`src/shared/adcs_pkg.sv`:
```
// constants, field layouts and carrier types of the converter sequencer
package adcs_pkg;

  // register offsets on the register port
  localparam logic [7:0] ADDR_CTRL_MAIN = 8'h1f;
  localparam logic [7:0] ADDR_PIN_SEL   = 8'h9b;
  localparam logic [7:0] ADDR_CTRL_AUX  = 8'h9f;
  localparam logic [7:0] ADDR_RES_HIGH  = 8'h1e;
  localparam logic [7:0] ADDR_RES_LOW   = 8'h9e;
  localparam logic [7:0] ADDR_FLAGS     = 8'h0c;

  // field positions, main control
  localparam int MAIN_CLK_LSB  = 6;
  localparam int MAIN_CHAN_LSB = 3;
  localparam int MAIN_RUN_BIT  = 2;
  localparam int MAIN_ON_BIT   = 0;
  // field positions, aux control
  localparam int AUX_JUST_BIT  = 7;
  localparam int AUX_HALVE_BIT = 6;
  localparam int AUX_VREF_LSB  = 4;
  // field position, flag register
  localparam int FLAG_DONE_BIT = 0;

  // widths
  localparam int NUM_PINS = 7;
  localparam int RES_BITS = 10;

  // values after reset
  localparam logic [1:0]          CLK_SEL_RST  = 2'h0;
  localparam logic [2:0]          CHAN_RST     = 3'h0;
  localparam logic [1:0]          VREF_RST     = 2'h0;
  localparam logic [NUM_PINS-1:0] PIN_SEL_RST  = 7'h7f;
  localparam logic [7:0]          RES_RST      = 8'h00;

  // clock select code of the internal rc source
  localparam logic [1:0] CLK_SEL_RC = 2'h3;

  // timing: system clock and instruction cycle
  localparam int CLK_PERIOD_NS   = 10;
  localparam int INSTR_CYCLE_NS  = 40;
  localparam int INSTR_CLKS      =
    (INSTR_CYCLE_NS + CLK_PERIOD_NS - 1) / CLK_PERIOD_NS;
  localparam logic [2:0] INSTR_CNT = 3'(INSTR_CLKS - 1);

  // bit period in system clocks per clock select, zero means rc source
  function automatic logic [6:0] tad_divisor(logic [1:0] sel,
                                             logic       halve);
    logic [6:0] d;
    d = 7'h00;
    case (sel)
      2'h0:    d = halve ? 7'h04 : 7'h02;
      2'h1:    d = halve ? 7'h10 : 7'h08;
      2'h2:    d = halve ? 7'h40 : 7'h20;
      default: d = 7'h00;
    endcase
    return d;
  endfunction

  // register port request
  typedef struct packed {
    logic [7:0] addr;
    logic [7:0] wdata;
    logic       wr;
    logic       rd;
  } adcs_bus_t;

  // controls toward the sample/hold converter core
  typedef struct packed {
    logic                power;
    logic                sample;
    logic [2:0]          channel;
    logic [1:0]          vref;
    logic [RES_BITS-1:0] trial;
  } adcs_ana_t;

endpackage
```
`src/logic/adcs_control.sv`:
```
// converter control sequencer: registers, pin select, start and result
//
// The implementer's own choice: strobed register access.
module adcs_control
  import adcs_pkg::*;
(
  input  wire logic                clock,
  input  wire logic                reset_n,
  input  wire adcs_bus_t           bus,
  output      logic [7:0]          rdata,
  input  wire logic                sleep_mode,
  input  wire logic                rc_osc,
  input  wire logic                comp_hi,
  input  wire logic [NUM_PINS-1:0] pin_din,
  output      logic [NUM_PINS-1:0] pin_digital_in,
  output      logic [NUM_PINS-1:0] pin_buf_off,
  output      adcs_ana_t           ana,
  output      logic                conv_done_irq_flag,
  output      logic                conv_busy
);

  typedef enum logic [1:0] {CV_IDLE, CV_DELAY, CV_CONV} adcs_cv_t;

  // software-visible fields
  logic [1:0]          clk_sel_ff;
  logic [2:0]          channel_sel_ff;
  logic                conv_run_flag_ff;
  logic                converter_on_ff;
  logic                result_justify_ff;
  logic                clk_halve_sel_ff;
  logic [1:0]          vref_cfg_ff;
  logic [NUM_PINS-1:0] analog_select_bits_ff;
  logic [7:0]          result_high_byte_ff;
  logic [7:0]          result_low_byte_ff;
  logic                done_flag_ff;
  logic [7:0]          rdata_ff;

  // sequencing state
  adcs_cv_t            cv_state_ff;
  logic [2:0]          delay_ff;
  logic                comp_ff;
  logic [NUM_PINS-1:0] pin_sync0_ff;
  logic [NUM_PINS-1:0] pin_sync1_ff;

  // decoded strobes and events
  logic                wr_main;
  logic                wr_aux;
  logic                wr_pins;
  logic                wr_high;
  logic                wr_low;
  logic                wr_flags;
  logic                rc_mode;
  logic                sleep_kill;
  logic                go_req;
  logic                abort;
  logic                sar_start;
  logic                sar_done;
  logic                sar_busy;
  logic                sar_sample;
  logic [RES_BITS-1:0] sar_trial;
  logic [RES_BITS-1:0] sar_result;
  logic                tad_en;
  logic                finish;

  // address decode of one write strobe
  function automatic logic hit(adcs_bus_t b, logic [7:0] a);
    return b.wr & (b.addr == a);
  endfunction

  assign wr_main  = hit(bus, ADDR_CTRL_MAIN);
  assign wr_aux   = hit(bus, ADDR_CTRL_AUX);
  assign wr_pins  = hit(bus, ADDR_PIN_SEL);
  assign wr_high  = hit(bus, ADDR_RES_HIGH);
  assign wr_low   = hit(bus, ADDR_RES_LOW);
  assign wr_flags = hit(bus, ADDR_FLAGS);

  assign rc_mode = (clk_sel_ff == CLK_SEL_RC);

  assign sleep_kill = sleep_mode & ~rc_mode;

  assign go_req = wr_main & bus.wdata[MAIN_RUN_BIT] & converter_on_ff
                & bus.wdata[MAIN_ON_BIT] & ~conv_run_flag_ff & ~sleep_kill;

  // run cleared, power off or sleep abort
  assign abort = conv_run_flag_ff
               & ((wr_main & ~bus.wdata[MAIN_RUN_BIT])
                | (wr_main & ~bus.wdata[MAIN_ON_BIT])
                | sleep_kill);

  // conversion completes without a competing abort
  assign finish = sar_done & conv_run_flag_ff & ~abort;

  // comparator answers our own trial register: one settling stage
  always_ff @(posedge clock or negedge reset_n) begin
    if (!reset_n) begin
      comp_ff <= 1'b0;
    end else begin
      comp_ff <= comp_hi; // two stages would miss a two-clock bit period
    end
  end

  // digital pin inputs are asynchronous: two stages
  always_ff @(posedge clock or negedge reset_n) begin
    if (!reset_n) begin
      pin_sync0_ff <= '0;
      pin_sync1_ff <= '0;
    end else begin
      pin_sync0_ff <= pin_din;
      pin_sync1_ff <= pin_sync0_ff;
    end
  end

  // per-pin function: analog pins read low on the digital side
  genvar gi;
  generate
    for (gi = 0; gi < NUM_PINS; gi++) begin : g_pin
      assign pin_buf_off[gi]    = analog_select_bits_ff[gi];
      assign pin_digital_in[gi] = pin_sync1_ff[gi]
                                & ~analog_select_bits_ff[gi];
    end
  endgenerate

  // pin select register
  always_ff @(posedge clock or negedge reset_n) begin
    if (!reset_n) begin
      analog_select_bits_ff <= PIN_SEL_RST;
    end else if (wr_pins) begin
      analog_select_bits_ff <= bus.wdata[NUM_PINS-1:0];
    end
  end

  // main control fields except the run flag
  always_ff @(posedge clock or negedge reset_n) begin
    if (!reset_n) begin
      clk_sel_ff      <= CLK_SEL_RST;
      channel_sel_ff  <= CHAN_RST;
      converter_on_ff <= 1'b0;
    end else if (wr_main) begin
      clk_sel_ff      <= bus.wdata[MAIN_CLK_LSB +: 2];
      channel_sel_ff  <= bus.wdata[MAIN_CHAN_LSB +: 3];
      converter_on_ff <= bus.wdata[MAIN_ON_BIT];
    end
  end

  // aux control fields
  always_ff @(posedge clock or negedge reset_n) begin
    if (!reset_n) begin
      result_justify_ff <= 1'b0;
      clk_halve_sel_ff  <= 1'b0;
      vref_cfg_ff       <= VREF_RST;
    end else if (wr_aux) begin
      result_justify_ff <= bus.wdata[AUX_JUST_BIT];
      clk_halve_sel_ff  <= bus.wdata[AUX_HALVE_BIT];
      vref_cfg_ff       <= bus.wdata[AUX_VREF_LSB +: 2];
    end
  end

  // run flag: set by start, cleared by finish or abort
  always_ff @(posedge clock or negedge reset_n) begin
    if (!reset_n) begin
      conv_run_flag_ff <= 1'b0;
    end else if (go_req) begin
      conv_run_flag_ff <= 1'b1;
    end else if (finish || abort) begin
      conv_run_flag_ff <= 1'b0;
    end
  end

  // start path: rc source waits one instruction cycle first
  always_ff @(posedge clock or negedge reset_n) begin
    if (!reset_n) begin
      cv_state_ff <= CV_IDLE;
      delay_ff    <= 3'h0;
    end else if (abort) begin
      cv_state_ff <= CV_IDLE;
    end else begin
      case (cv_state_ff)
        CV_IDLE: begin
          if (go_req && rc_mode) begin
            cv_state_ff <= CV_DELAY;
            delay_ff    <= INSTR_CNT;
          end else if (go_req) begin
            cv_state_ff <= CV_CONV;
          end
        end
        CV_DELAY: begin
          if (delay_ff == 3'h0) begin
            cv_state_ff <= CV_CONV;
          end else begin
            delay_ff <= delay_ff - 3'h1;
          end
        end
        CV_CONV: begin
          if (sar_done) begin
            cv_state_ff <= CV_IDLE;
          end
        end
        default: cv_state_ff <= CV_IDLE;
      endcase
    end
  end

  // sequencer kicked when delay is over or at once on system clock
  assign sar_start = (cv_state_ff == CV_IDLE && go_req && !rc_mode)
                   | (cv_state_ff == CV_DELAY && delay_ff == 3'h0
                      && !abort);

  adcs_tad_gen u_tad (
    .clock         (clock),
    .reset_n       (reset_n),
    .restart       (sar_start),
    .clk_sel       (clk_sel_ff),
    .clk_halve_sel (clk_halve_sel_ff),
    .rc_osc        (rc_osc),
    .tad_en        (tad_en)
  );

  adcs_sar u_sar (
    .clock   (clock),
    .reset_n (reset_n),
    .start   (sar_start),
    .abort   (abort),
    .tad_en  (tad_en),
    .comp_hi (comp_ff),
    .busy    (sar_busy),
    .sample  (sar_sample),
    .trial   (sar_trial),
    .done    (sar_done),
    .result  (sar_result)
  );

  // result pair: loaded at finish, otherwise plain storage
  always_ff @(posedge clock or negedge reset_n) begin
    if (!reset_n) begin
      result_high_byte_ff <= RES_RST;
      result_low_byte_ff  <= RES_RST;
    end else if (finish) begin
      if (result_justify_ff) begin
        result_high_byte_ff <= {6'h00, sar_result[9:8]};
        result_low_byte_ff  <= sar_result[7:0];
      end else begin
        result_high_byte_ff <= sar_result[9:2];
        result_low_byte_ff  <= {sar_result[1:0], 6'h00};
      end
    end else begin
      if (wr_high) begin
        result_high_byte_ff <= bus.wdata;
      end
      if (wr_low) begin
        result_low_byte_ff <= bus.wdata;
      end
    end
  end

  // completion flag: set wins over a software clear
  always_ff @(posedge clock or negedge reset_n) begin
    if (!reset_n) begin
      done_flag_ff <= 1'b0;
    end else if (finish) begin
      done_flag_ff <= 1'b1;
    end else if (wr_flags) begin
      done_flag_ff <= bus.wdata[FLAG_DONE_BIT];
    end
  end

  // read data register, valid the cycle after the strobe
  always_ff @(posedge clock or negedge reset_n) begin
    if (!reset_n) begin
      rdata_ff <= 8'h00;
    end else if (bus.rd) begin
      case (bus.addr)
        ADDR_CTRL_MAIN: rdata_ff <= {clk_sel_ff, channel_sel_ff,
                                     conv_run_flag_ff, 1'b0,
                                     converter_on_ff};
        ADDR_CTRL_AUX:  rdata_ff <= {result_justify_ff,
                                     clk_halve_sel_ff,
                                     vref_cfg_ff, 4'h0};
        ADDR_PIN_SEL:   rdata_ff <= {1'b0, analog_select_bits_ff};
        ADDR_RES_HIGH:  rdata_ff <= result_high_byte_ff;
        ADDR_RES_LOW:   rdata_ff <= result_low_byte_ff;
        ADDR_FLAGS:     rdata_ff <= {7'h00, done_flag_ff};
        default:        rdata_ff <= 8'h00;
      endcase
    end else begin
      rdata_ff <= 8'h00;
    end
  end

  assign rdata = rdata_ff;

  // converter core controls
  // power follows on bit, cleared by sleep on a system clock source
  // rc conversion keeps power in sleep
  assign ana.power   = converter_on_ff & ~sleep_kill;
  assign ana.sample  = sar_sample & converter_on_ff;
  assign ana.channel = channel_sel_ff;
  assign ana.vref    = vref_cfg_ff;
  assign ana.trial   = sar_trial;

  assign conv_done_irq_flag = done_flag_ff;
  assign conv_busy          = conv_run_flag_ff | sar_busy;

endmodule

```
`src/logic/adcs_sar.sv`:
```
// successive-approximation sequencer, one result bit per bit period
module adcs_sar
  import adcs_pkg::*;
(
  input  wire logic                clock,
  input  wire logic                reset_n,
  input  wire logic                start,
  input  wire logic                abort,
  input  wire logic                tad_en,
  input  wire logic                comp_hi,
  output      logic                busy,
  output      logic                sample,
  output      logic [RES_BITS-1:0] trial,
  output      logic                done,
  output      logic [RES_BITS-1:0] result
);

  typedef enum logic [1:0] {SAR_IDLE, SAR_HOLD, SAR_BITS} adcs_sar_t;

  adcs_sar_t           state_ff;
  logic [RES_BITS-1:0] trial_ff;
  logic [RES_BITS-1:0] mask_ff;
  logic [RES_BITS-1:0] kept;

  // drop the trial bit when the input sits below it
  assign kept = comp_hi ? trial_ff : (trial_ff & ~mask_ff);

  // sequencer: hold segment, then one decision per bit period
  always_ff @(posedge clock or negedge reset_n) begin
    if (!reset_n) begin
      state_ff <= SAR_IDLE;
      trial_ff <= '0;
      mask_ff  <= '0;
    end else if (abort) begin
      state_ff <= SAR_IDLE;
      trial_ff <= '0;
    end else begin
      case (state_ff)
        SAR_IDLE: begin
          if (start) begin
            state_ff <= SAR_HOLD;
            trial_ff <= '0;
          end
        end
        SAR_HOLD: begin
          if (tad_en) begin
            state_ff <= SAR_BITS;
            mask_ff  <= {1'b1, {(RES_BITS-1){1'b0}}};
            trial_ff <= {1'b1, {(RES_BITS-1){1'b0}}};
          end
        end
        SAR_BITS: begin
          if (tad_en) begin
            mask_ff  <= mask_ff >> 1;
            trial_ff <= kept | (mask_ff >> 1);
            if (mask_ff[0]) begin
              state_ff <= SAR_IDLE;
            end
          end
        end
        default: state_ff <= SAR_IDLE;
      endcase
    end
  end

  // completion pulse and final code
  always_ff @(posedge clock or negedge reset_n) begin
    if (!reset_n) begin
      done   <= 1'b0;
      result <= '0;
    end else begin
      done <= ~abort & (state_ff == SAR_BITS) & tad_en & mask_ff[0];
      if ((state_ff == SAR_BITS) && tad_en && mask_ff[0]) begin
        result <= kept;
      end
    end
  end

  assign busy   = (state_ff != SAR_IDLE);
  assign sample = (state_ff == SAR_IDLE);
  assign trial  = trial_ff;

endmodule

```
`src/logic/adcs_tad_gen.sv`:
```
// bit period enable generator from system clock or rc source
module adcs_tad_gen
  import adcs_pkg::*;
(
  input  wire logic       clock,
  input  wire logic       reset_n,
  input  wire logic       restart,
  input  wire logic [1:0] clk_sel,
  input  wire logic       clk_halve_sel,
  input  wire logic       rc_osc,
  output      logic       tad_en
);

  logic [2:0] rc_sync_ff;
  logic [6:0] count_ff;
  logic [6:0] divisor;
  logic       rc_rise;

  assign divisor = tad_divisor(clk_sel, clk_halve_sel);

  // rc source is asynchronous: two stages, then one for edge detect
  always_ff @(posedge clock or negedge reset_n) begin
    if (!reset_n) begin
      rc_sync_ff <= 3'h0;
    end else begin
      rc_sync_ff <= {rc_sync_ff[1:0], rc_osc};
    end
  end

  assign rc_rise = rc_sync_ff[1] & ~rc_sync_ff[2];

  // free divider, realigned at each conversion start
  always_ff @(posedge clock or negedge reset_n) begin
    if (!reset_n) begin
      count_ff <= 7'h00;
    end else if (restart || divisor == 7'h00) begin
      count_ff <= 7'h00;
    end else if (count_ff >= divisor - 7'h01) begin
      count_ff <= 7'h00;
    end else begin
      count_ff <= count_ff + 7'h01;
    end
  end

  // one pulse per bit period
  assign tad_en = (divisor == 7'h00) ? rc_rise
                : (~restart & (count_ff == divisor - 7'h01));

endmodule

```
`config.mk`:
```
export PLATFORM = sky130hd
export DESIGN_NAME = adcs_control
export DESIGN_NICKNAME = d
export VERILOG_FILES = /design/src/shared/adcs_pkg.sv /design/src/logic/adcs_control.sv /design/src/logic/adcs_sar.sv /design/src/logic/adcs_tad_gen.sv
export SDC_FILE = /design/constraint.sdc
export NUM_CORES = 1
export LEC_CHECK = 0
export BUFFER_PORTS_ARGS = -buffer_cell sky130_fd_sc_hd__buf_4
export CAP_MARGIN = 20
export CELL_PAD_IN_SITES_DETAIL_PLACEMENT = 1
export CELL_PAD_IN_SITES_GLOBAL_PLACEMENT = 2
export CORE_MARGIN = 5
export CORE_UTILIZATION = 37
export CTS_CLUSTER_SIZE = 40
export DETAILED_ROUTE_END_ITERATION = 16
export PLACE_DENSITY_LB_ADDON = 0.1
export RECOVER_POWER = 100
export REMOVE_ABC_BUFFERS = 1
export SYNTH_ARGS = -nofsm -noshare
export SYNTH_HDL_FRONTEND = slang
export SYNTH_SLANG_ARGS = --single-unit
```
`constraint.sdc`:
```
create_clock -name clock -period 3.94 [get_ports clock]
set_input_delay 0.197 -clock clock [delete_from_list [all_inputs] [get_ports clock]]
set_output_delay 0.197 -clock clock [all_outputs]
set_load 0.01 [all_outputs]
```
==> results of run 1 <==
-- cell type report --
cell class,instances,area [um^2]
Multi-Input combinational cell,327,2160
Sequential cell,106,2660
Fill cell,1523,7190
Tap cell,176,220
Inverter,32,120
Clock inverter,7,124
Clock buffer,9,225
Timing Repair Buffer,90,548
-- how the worst max path moves through the flow --
stage	from	endpoint	slack (ps)	cells past startpoint
after CTS	clk_sel_ff[1]$_DFFE_PN0N_	u_sar.trial[7]$_DFFE_PN0P_	470	12
final	clk_sel_ff[0]$_DFFE_PN0N_	u_sar.trial[7]$_DFFE_PN0P_	430	11
after global placement	clk_sel_ff[1]$_DFFE_PN0N_	u_sar.trial[7]$_DFFE_PN0P_	590	12
after floorplan	clk_sel_ff[1]$_DFFE_PN0N_	u_sar.result[9]$_DFFE_PN0P_	470	11
after detailed placement	clk_sel_ff[1]$_DFFE_PN0N_	u_sar.trial[7]$_DFFE_PN0P_	500	12
after global routing	clk_sel_ff[0]$_DFFE_PN0N_	u_sar.trial[2]$_DFFE_PN0P_	120	12
-- metrics by stage --
stage,setup slack (ps),total power [mW]
after CTS,475,3.01
after global routing,125,3.09
after detailed placement,496,1.94
after global placement,585,1.92
final,427,2.93
after floorplan,466,1.68
-- worst register-to-register path, stage by stage (launching register included) --
cell      delay, ps
dfrtp_1         470
or3_1           410
ha_1            280
xnor2_1         160
ha_1            300
and4_1          210
nand4_1         100
nor2_1          120
or3b_1          470
a211oi_2        480
nand2_1         130
a32o_1          280
-- cells in the final DEF, fill, tap and decap left out, types with 3 or more instances in the layout --
cell type / n
a21o_1: 3
nand3_1: 21
dfrtp_1: 99
ha_1: 13
dfstp_1: 7
o21a_1: 4
buf_4: 29
a32o_1: 4
and2_1: 5
clkbuf_16: 9
nor4_1: 3
and4_1: 3
bufinv_16: 3
a22oi_1: 5
clkbuf_4: 9
a31oi_1: 6
nor2b_1: 10
a211oi_1: 9
mux2_2: 14
mux2i_1: 27
clkbuf_2: 4
o21ai_0: 32
a222oi_1: 7
and3_1: 6
dlygate4sd3_1: 10
nand2_1: 64
nand4_1: 5
nor2_1: 23
inv_1: 31
xnor2_1: 4
nor3_1: 6
a21oi_1: 15
nand3b_1: 8
clkbuf_1: 38
and2_0: 5
-- state kept, by name, summed over array words and instances, names as in the netlist, 7 cells and up --
| name | cells |
|---|---|
| u_sar.mask_ff | 10 |
| u_sar.result | 10 |
| u_sar.trial | 10 |
| rdata | 8 |
| result_high_byte_ff | 8 |
| result_low_byte_ff | 8 |
| pin_buf_off | 7 |
| pin_sync0_ff | 7 |
| pin_sync1_ff | 7 |
| u_tad.count_ff | 7 |
-- power groups by stage --
stage / Clock (mW) / Combinational (mW) / Sequential (mW)
floorplan: 0 / 0.412 / 1.26
global route: 1.11 / 0.706 / 1.27
detailed placement: 0 / 0.657 / 1.29
finish: 1.05 / 0.621 / 1.26
global placement: 0 / 0.635 / 1.28
CTS: 1.08 / 0.668 / 1.27
-- logic make-up (layout without fill, tap and decap cells) --
logic type | count (synthesis) | after routing | share of synthesized area [%]
muxes | 41 | 41 | 8.54
DFF | 106 | 106 | 53.1
and+or+nand+nor | 170 | 170 | 17.2
adders and majority gates | 13 | 13 | 3.25
xor gates and xnor gates | 6 | 6 | 1.05
buffers and inverters | 48 | 138 | 3.72
AOI/OAI and AO/OA | 97 | 97 | 13.1
-- what timing repair did --
action                                 CTS  global route
hold buffers                            10             0
setup buffers                            0             0
endpoints found under the hold margin   49             0
-- layer usage --
layer | global-route usage [%] | share of wire [%] | routed length [um]
met5 | 0 | 0 | 0
met4 | 6.50 | 1.8 | 246
met3 | 2.90 | 4.1 | 554
met2 | 29.9 | 49 | 6610
met1 | 23.2 | 45 | 6160
==> results_dict.tcl, run 1 <==
set metrics [dict create \
    instances_no_fill 747 \
    portBuffers 70 \
    irDropWorstVdd_uv 207 \
    num_rows 42 \
    synth_cell_types 52 \
    fin_nets 609 \
    critPathRequiredTime_ps 4180 \
    cts.sinks 106 \
    routed_wl_um 13600 \
    rsz0062_at_grt "false" \
    synthArstFlopShare_pct 100 \
    core-area_um2 13200 \
    fmax_mhz 285 \
    drtAntennaViolNets 0 \
    syn2layout_area_growth_pct 20.9 \
    grt_max_degree 45 \
    synth_top_area_share_pct 49.5 \
    cts_tree "yes" \
    antenna-diode-count 0 \
    dp_hpwl_um 9830 \
    die_h_um 126 \
    syn_area_um2 5010 \
    cp_top_family "simple AND/OR/NAND/NOR gates" \
    viasPerCell 5.25 \
    hold_slack_ps 81.7 \
    path_class "reg2reg" \
    yosysTopAreaCell "dfrtp_1" \
    yosysWarnings 0 \
    worst-endpoint-arrival_ps 3750 \
    hold-path-endpoint "channel_sel_ff[0]$_DFFE_PN0N_" \
    crit_buf_inv 0 \
    slew_violations 45 \
    insertion_delay_ps 350 \
    wl_per_cell_um 18.2 \
    gp_congestion 0.810 \
    max-cap-violations 1 \
    drt_iter0_drc 282 \
    hold_class "in2reg" \
    vias 3922 \
    die_w_um 126 \
    cts_resized 0 \
    p_leak_nw 2.74 \
    clkTransAtPathRegs_ps 70 \
    dieArea_um2 16000 \
    status "finished, violations left" \
    place_area_um2 5770 \
    power_frac_seq_pct 43.1 \
    r2r_start "clk_sel_ff[0]$_DFFE_PN0N_" \
    cpMostUsedCell "ha_1" \
    final.min_clock_period_ps 3510 \
    initial_utilization_pct 37.8 \
    post-synth-top-count-cell "dfrtp_1" \
    worstSetupStartpointType "register" \
    reg2reg_slack_ps 430 \
    ys_ff_latch 106 \
    synth.area.top_cells "dfrtp_1 49%, mux2i_1 5.4%, nand2_1 4.8%" \
    worstSetupEndpointType "register" \
    numCtsBuffers 9 \
    reg2reg_depth 11 \
    synth_cells 481 \
    drc 0 \
    p_comb_share_pct 21.2 \
    hold_viol_final 0 \
    min-delay-start "bus[5]" \
    drive_gt1_share_pct 13.8 \
    cts-root-buf "clkbuf_16" \
    fin_skew_ps 10.2 \
    hold_depth 3 \
    power_density_nw_per_um2 485 \
    synth_common_cells "99 x dfrtp_1, 64 x nand2_1, 31 x inv_1, 31 x o21ai_0, 27 x mux2i_1" \
    r2r-end "u_sar.trial[7]$_DFFE_PN0P_" \
    sw_frac_of_total_pct 30.0 \
    slowest_delay_ps 480 \
    utilization_pct 45.7 \
    p_int_mw 2.05 \
    worst_pin_slew_ps 2630 \
    grt_pass1_vias 4335 \
    grt_use_total_pct 17.8 \
    grt_first_pass_wirelength_um 22800 \
    grt_overflow 0 \
    synth_ff_type "dfrtp_1" \
    antenna_found_initial 0 \
    p_clk_share_pct 35.8 \
    dp_cells 721 \
    num_io_pins 71 \
    violations "max-capacitance violations, max-slew violations" \
    cts_buffer_depth 2 \
    firstDrtPassIters 5 \
    final-setup-viol-count 0 \
    cts_max_level 3 \
    slew-limit-headroom_pct -75.2 \
    synth_edf_count 0 \
    final_area_um2 6050 \
    tns_ps 0 \
    path_cells "or3_1 -> ha_1 -> xnor2_1 -> ha_1 -> and4_1 -> nand4_1 -> nor2_1 -> or3b_1 -> a211oi_2 -> nand2_1 -> a32o_1" \
    cp_slowest_cell "a211oi_2" \
    switchingPower_mw 0.880 \
    post-route-period-util_pct 89.2 \
    ys_seq_area_share_pct 53.1 \
    synth_area_per_cell_um2 10.4 \
    path_max_fanout 9 \
]
Power figures use the tool's default switching activity.
==> run 2, diff against run 1 <==
Settings changed: CELL_PAD_IN_SITES_DETAIL_PLACEMENT 1 to 0, CELL_PAD_IN_SITES_GLOBAL_PLACEMENT 2 to 1, CORE_UTILIZATION 37 to 45.
==> run 2 against run 1 <==
Against the previous run:
- clock power is 39% lower
- cell count down 5.0%
- critical path type unchanged
- hold slack worse by 29 ps
- the flow still finishes with violations (max-capacitance violations, max-slew violations)
- flip-flop and latch count did not move
- via count fell by 3.2%
- worst setup slack better by 78 ps
- global-route usage increased by 0.20 points
- power down 15%
- largest power group unchanged
- first-iteration DRC count down 13%
- register-to-register slack better by 80 ps
- non-clock buffer count decreased by 1
==> results_dict.tcl, run 2 (same netlist as run 1, synthesis figures left out) <==
set metrics [dict create \
    rsz0062_at_grt "false" \
    cts_max_level 3 \
    status "finished, violations left" \
    post-route-period-util_pct 87.2 \
    core-area_um2 10900 \
    final.min_clock_period_ps 3430 \
    reg2reg_slack_ps 510 \
    utilization_pct 53.7 \
    max-cap-violations 1 \
    worstSetupStartpointType "register" \
    slew_violations 77 \
    r2r-end "u_sar.trial[7]$_DFFE_PN0P_" \
    cp_slowest_cell "a211oi_2" \
    grt_pass1_vias 3659 \
    critPathRequiredTime_ps 4220 \
    slew-limit-headroom_pct -22.5 \
    crit_buf_inv 0 \
    fin_skew_ps 9.44 \
    worst_pin_slew_ps 1840 \
    multiInputGateArea_um2 2160 \
    die_w_um 116 \
    cts_buffer_depth 2 \
    path_max_fanout 8 \
    portBuffers 70 \
    antenna-diode-count 0 \
    hold_viol_final 0 \
    slowest_delay_ps 480 \
    grt_max_degree 77 \
    setup.worst_path.end "u_sar.trial[7]$_DFFE_PN0P_" \
    drtAntennaViolNets 0 \
    grt_overflow 0 \
    worstSetupEndpointType "register" \
    cts.sinks 106 \
    reg2reg_depth 11 \
    antenna_found_initial 0 \
    num_rows 38 \
    r2r_start "clk_sel_ff[1]$_DFFE_PN0N_" \
    grt_use_total_pct 18.0 \
    worst-path-stages 11 \
    viasPerCell 5.35 \
    syn2layout_area_growth_pct 16.7 \
    fmax_mhz 291 \
    violations "max-capacitance violations, max-slew violations" \
    nFillCells 1047 \
    cpMostUsedCell "ha_1" \
    path_class "reg2reg" \
    final-setup-viol-count 0 \
    cts-root-buf "clkbuf_8" \
    dp_hpwl_um 8280 \
    firstDrtPassIters 5 \
    num_io_pins 71 \
    dieArea_um2 13300 \
    wl_per_cell_um 16.2 \
    cp_top_family "simple AND/OR/NAND/NOR gates" \
    regArea_um2 2660 \
    drt_iter0_drc 246 \
    final_cell_mix "99 x dfrtp_1, 64 x nand2_1, 39 x clkbuf_1, 32 x o21ai_0, 31 x inv_1" \
    hold_class "in2reg" \
    cts_tree "yes" \
    worst-endpoint-arrival_ps 3710 \
    gp_congestion 0.857 \
    numCtsBuffers 9 \
    drive_gt1_share_pct 13.7 \
    fin_nets 608 \
    die_h_um 116 \
    power_density_nw_per_um2 427 \
    irDropWorstVdd_uv 296 \
    clkTransAtPathRegs_ps 100 \
    startpoint "clk_sel_ff[1]$_DFFE_PN0N_" \
    holdBufCountCts 10 \
    p_leak_nw 2.65 \
    vias 3797 \
    initial_utilization_pct 46.0 \
    insertion_delay_ps 370 \
    drc 0 \
    post-cts-setup-buffers 0 \
    routed_wl_um 11500 \
    grt_first_pass_wirelength_um 18700 \
    final_common_cell "dfrtp_1" \
    cts_resized 0 \
    tns_ps 0 \
    path_cells "or3_1 -> ha_1 -> xnor2_1 -> ha_1 -> and4_1 -> nand4_1 -> nor2_1 -> or3b_1 -> a211oi_2 -> nand2_1 -> a32o_1" \
]
run 2: area by class of cell:
| class | instances | share of cell area, % |
|---|---|---|
| clock buffer | 12 | 2.65 |
| sequential | 106 | 45.5 |
| inverter | 32 | 2.05 |
| tap | 140 | 3.00 |
| clock inverter | 4 | 0.557 |
| timing repair buffer | 89 | 9.25 |
| multi-input combinational | 327 | 37.0 |
run 2: power breakdown:
| part | total (mW) | internal [mW] | switching [mW] |
|---|---|---|---|
| logic | 0.593 | 0.247 | 0.346 |
| registers | 1.26 | 1.18 | 0.0832 |
| clock network | 0.645 | 0.271 | 0.374 |
run 2: per-layer routing:
layer	part of all wire (%)	track usage [%]	vias to the layer above	wire, um
met5	0	0	-	0
met1	47	25.3	1820	5380
met3	5.3	2.40	13	612
met2	47	28.4	92	5380
li1	-	-	1872	-
met4	1.4	6.89	0	164
run 2: worst min-delay path by stage:
| stage | startpoint | cells after the start | slack, ps | endpoint |
|---|---|---|---|---|
| floorplan | reset_n | 0 | -100 | channel_sel_ff[0]$_DFFE_PN0N_ |
| global placement | pin_din[3] | 1 | 310 | pin_sync0_ff[3]$_DFF_PN0_ |
| detailed placement | rc_osc | 1 | 310 | u_tad.rc_sync_ff[0]$_DFF_PN0_ |
| CTS | bus[5] | 3 | 30 | channel_sel_ff[0]$_DFFE_PN0N_ |
| global route | bus[5] | 3 | 50 | channel_sel_ff[0]$_DFFE_PN0N_ |
| finish | bus[5] | 3 | 50 | channel_sel_ff[0]$_DFFE_PN0N_ |
run 2: tightest hold or removal path: cells and delay by family:
kind          cells  cell delay (ps)
buf+inv           1              100
simple gates      2              100
run 2: stage by stage:
step	power [mW]	cell area (um^2)	instances	hold slack, ps	setup slack, ps
3_3_place_gp	1.90	5720	684	306	641
2_1_floorplan	1.68	4940	465	-98.6	466
3_5_place_dp	1.91	5720	684	307	566
5_1_grt	2.66	5850	710	54.5	199
4_1_cts	2.57	6000	710	30.0	554
6_report	2.50	5850	710	52.7	505
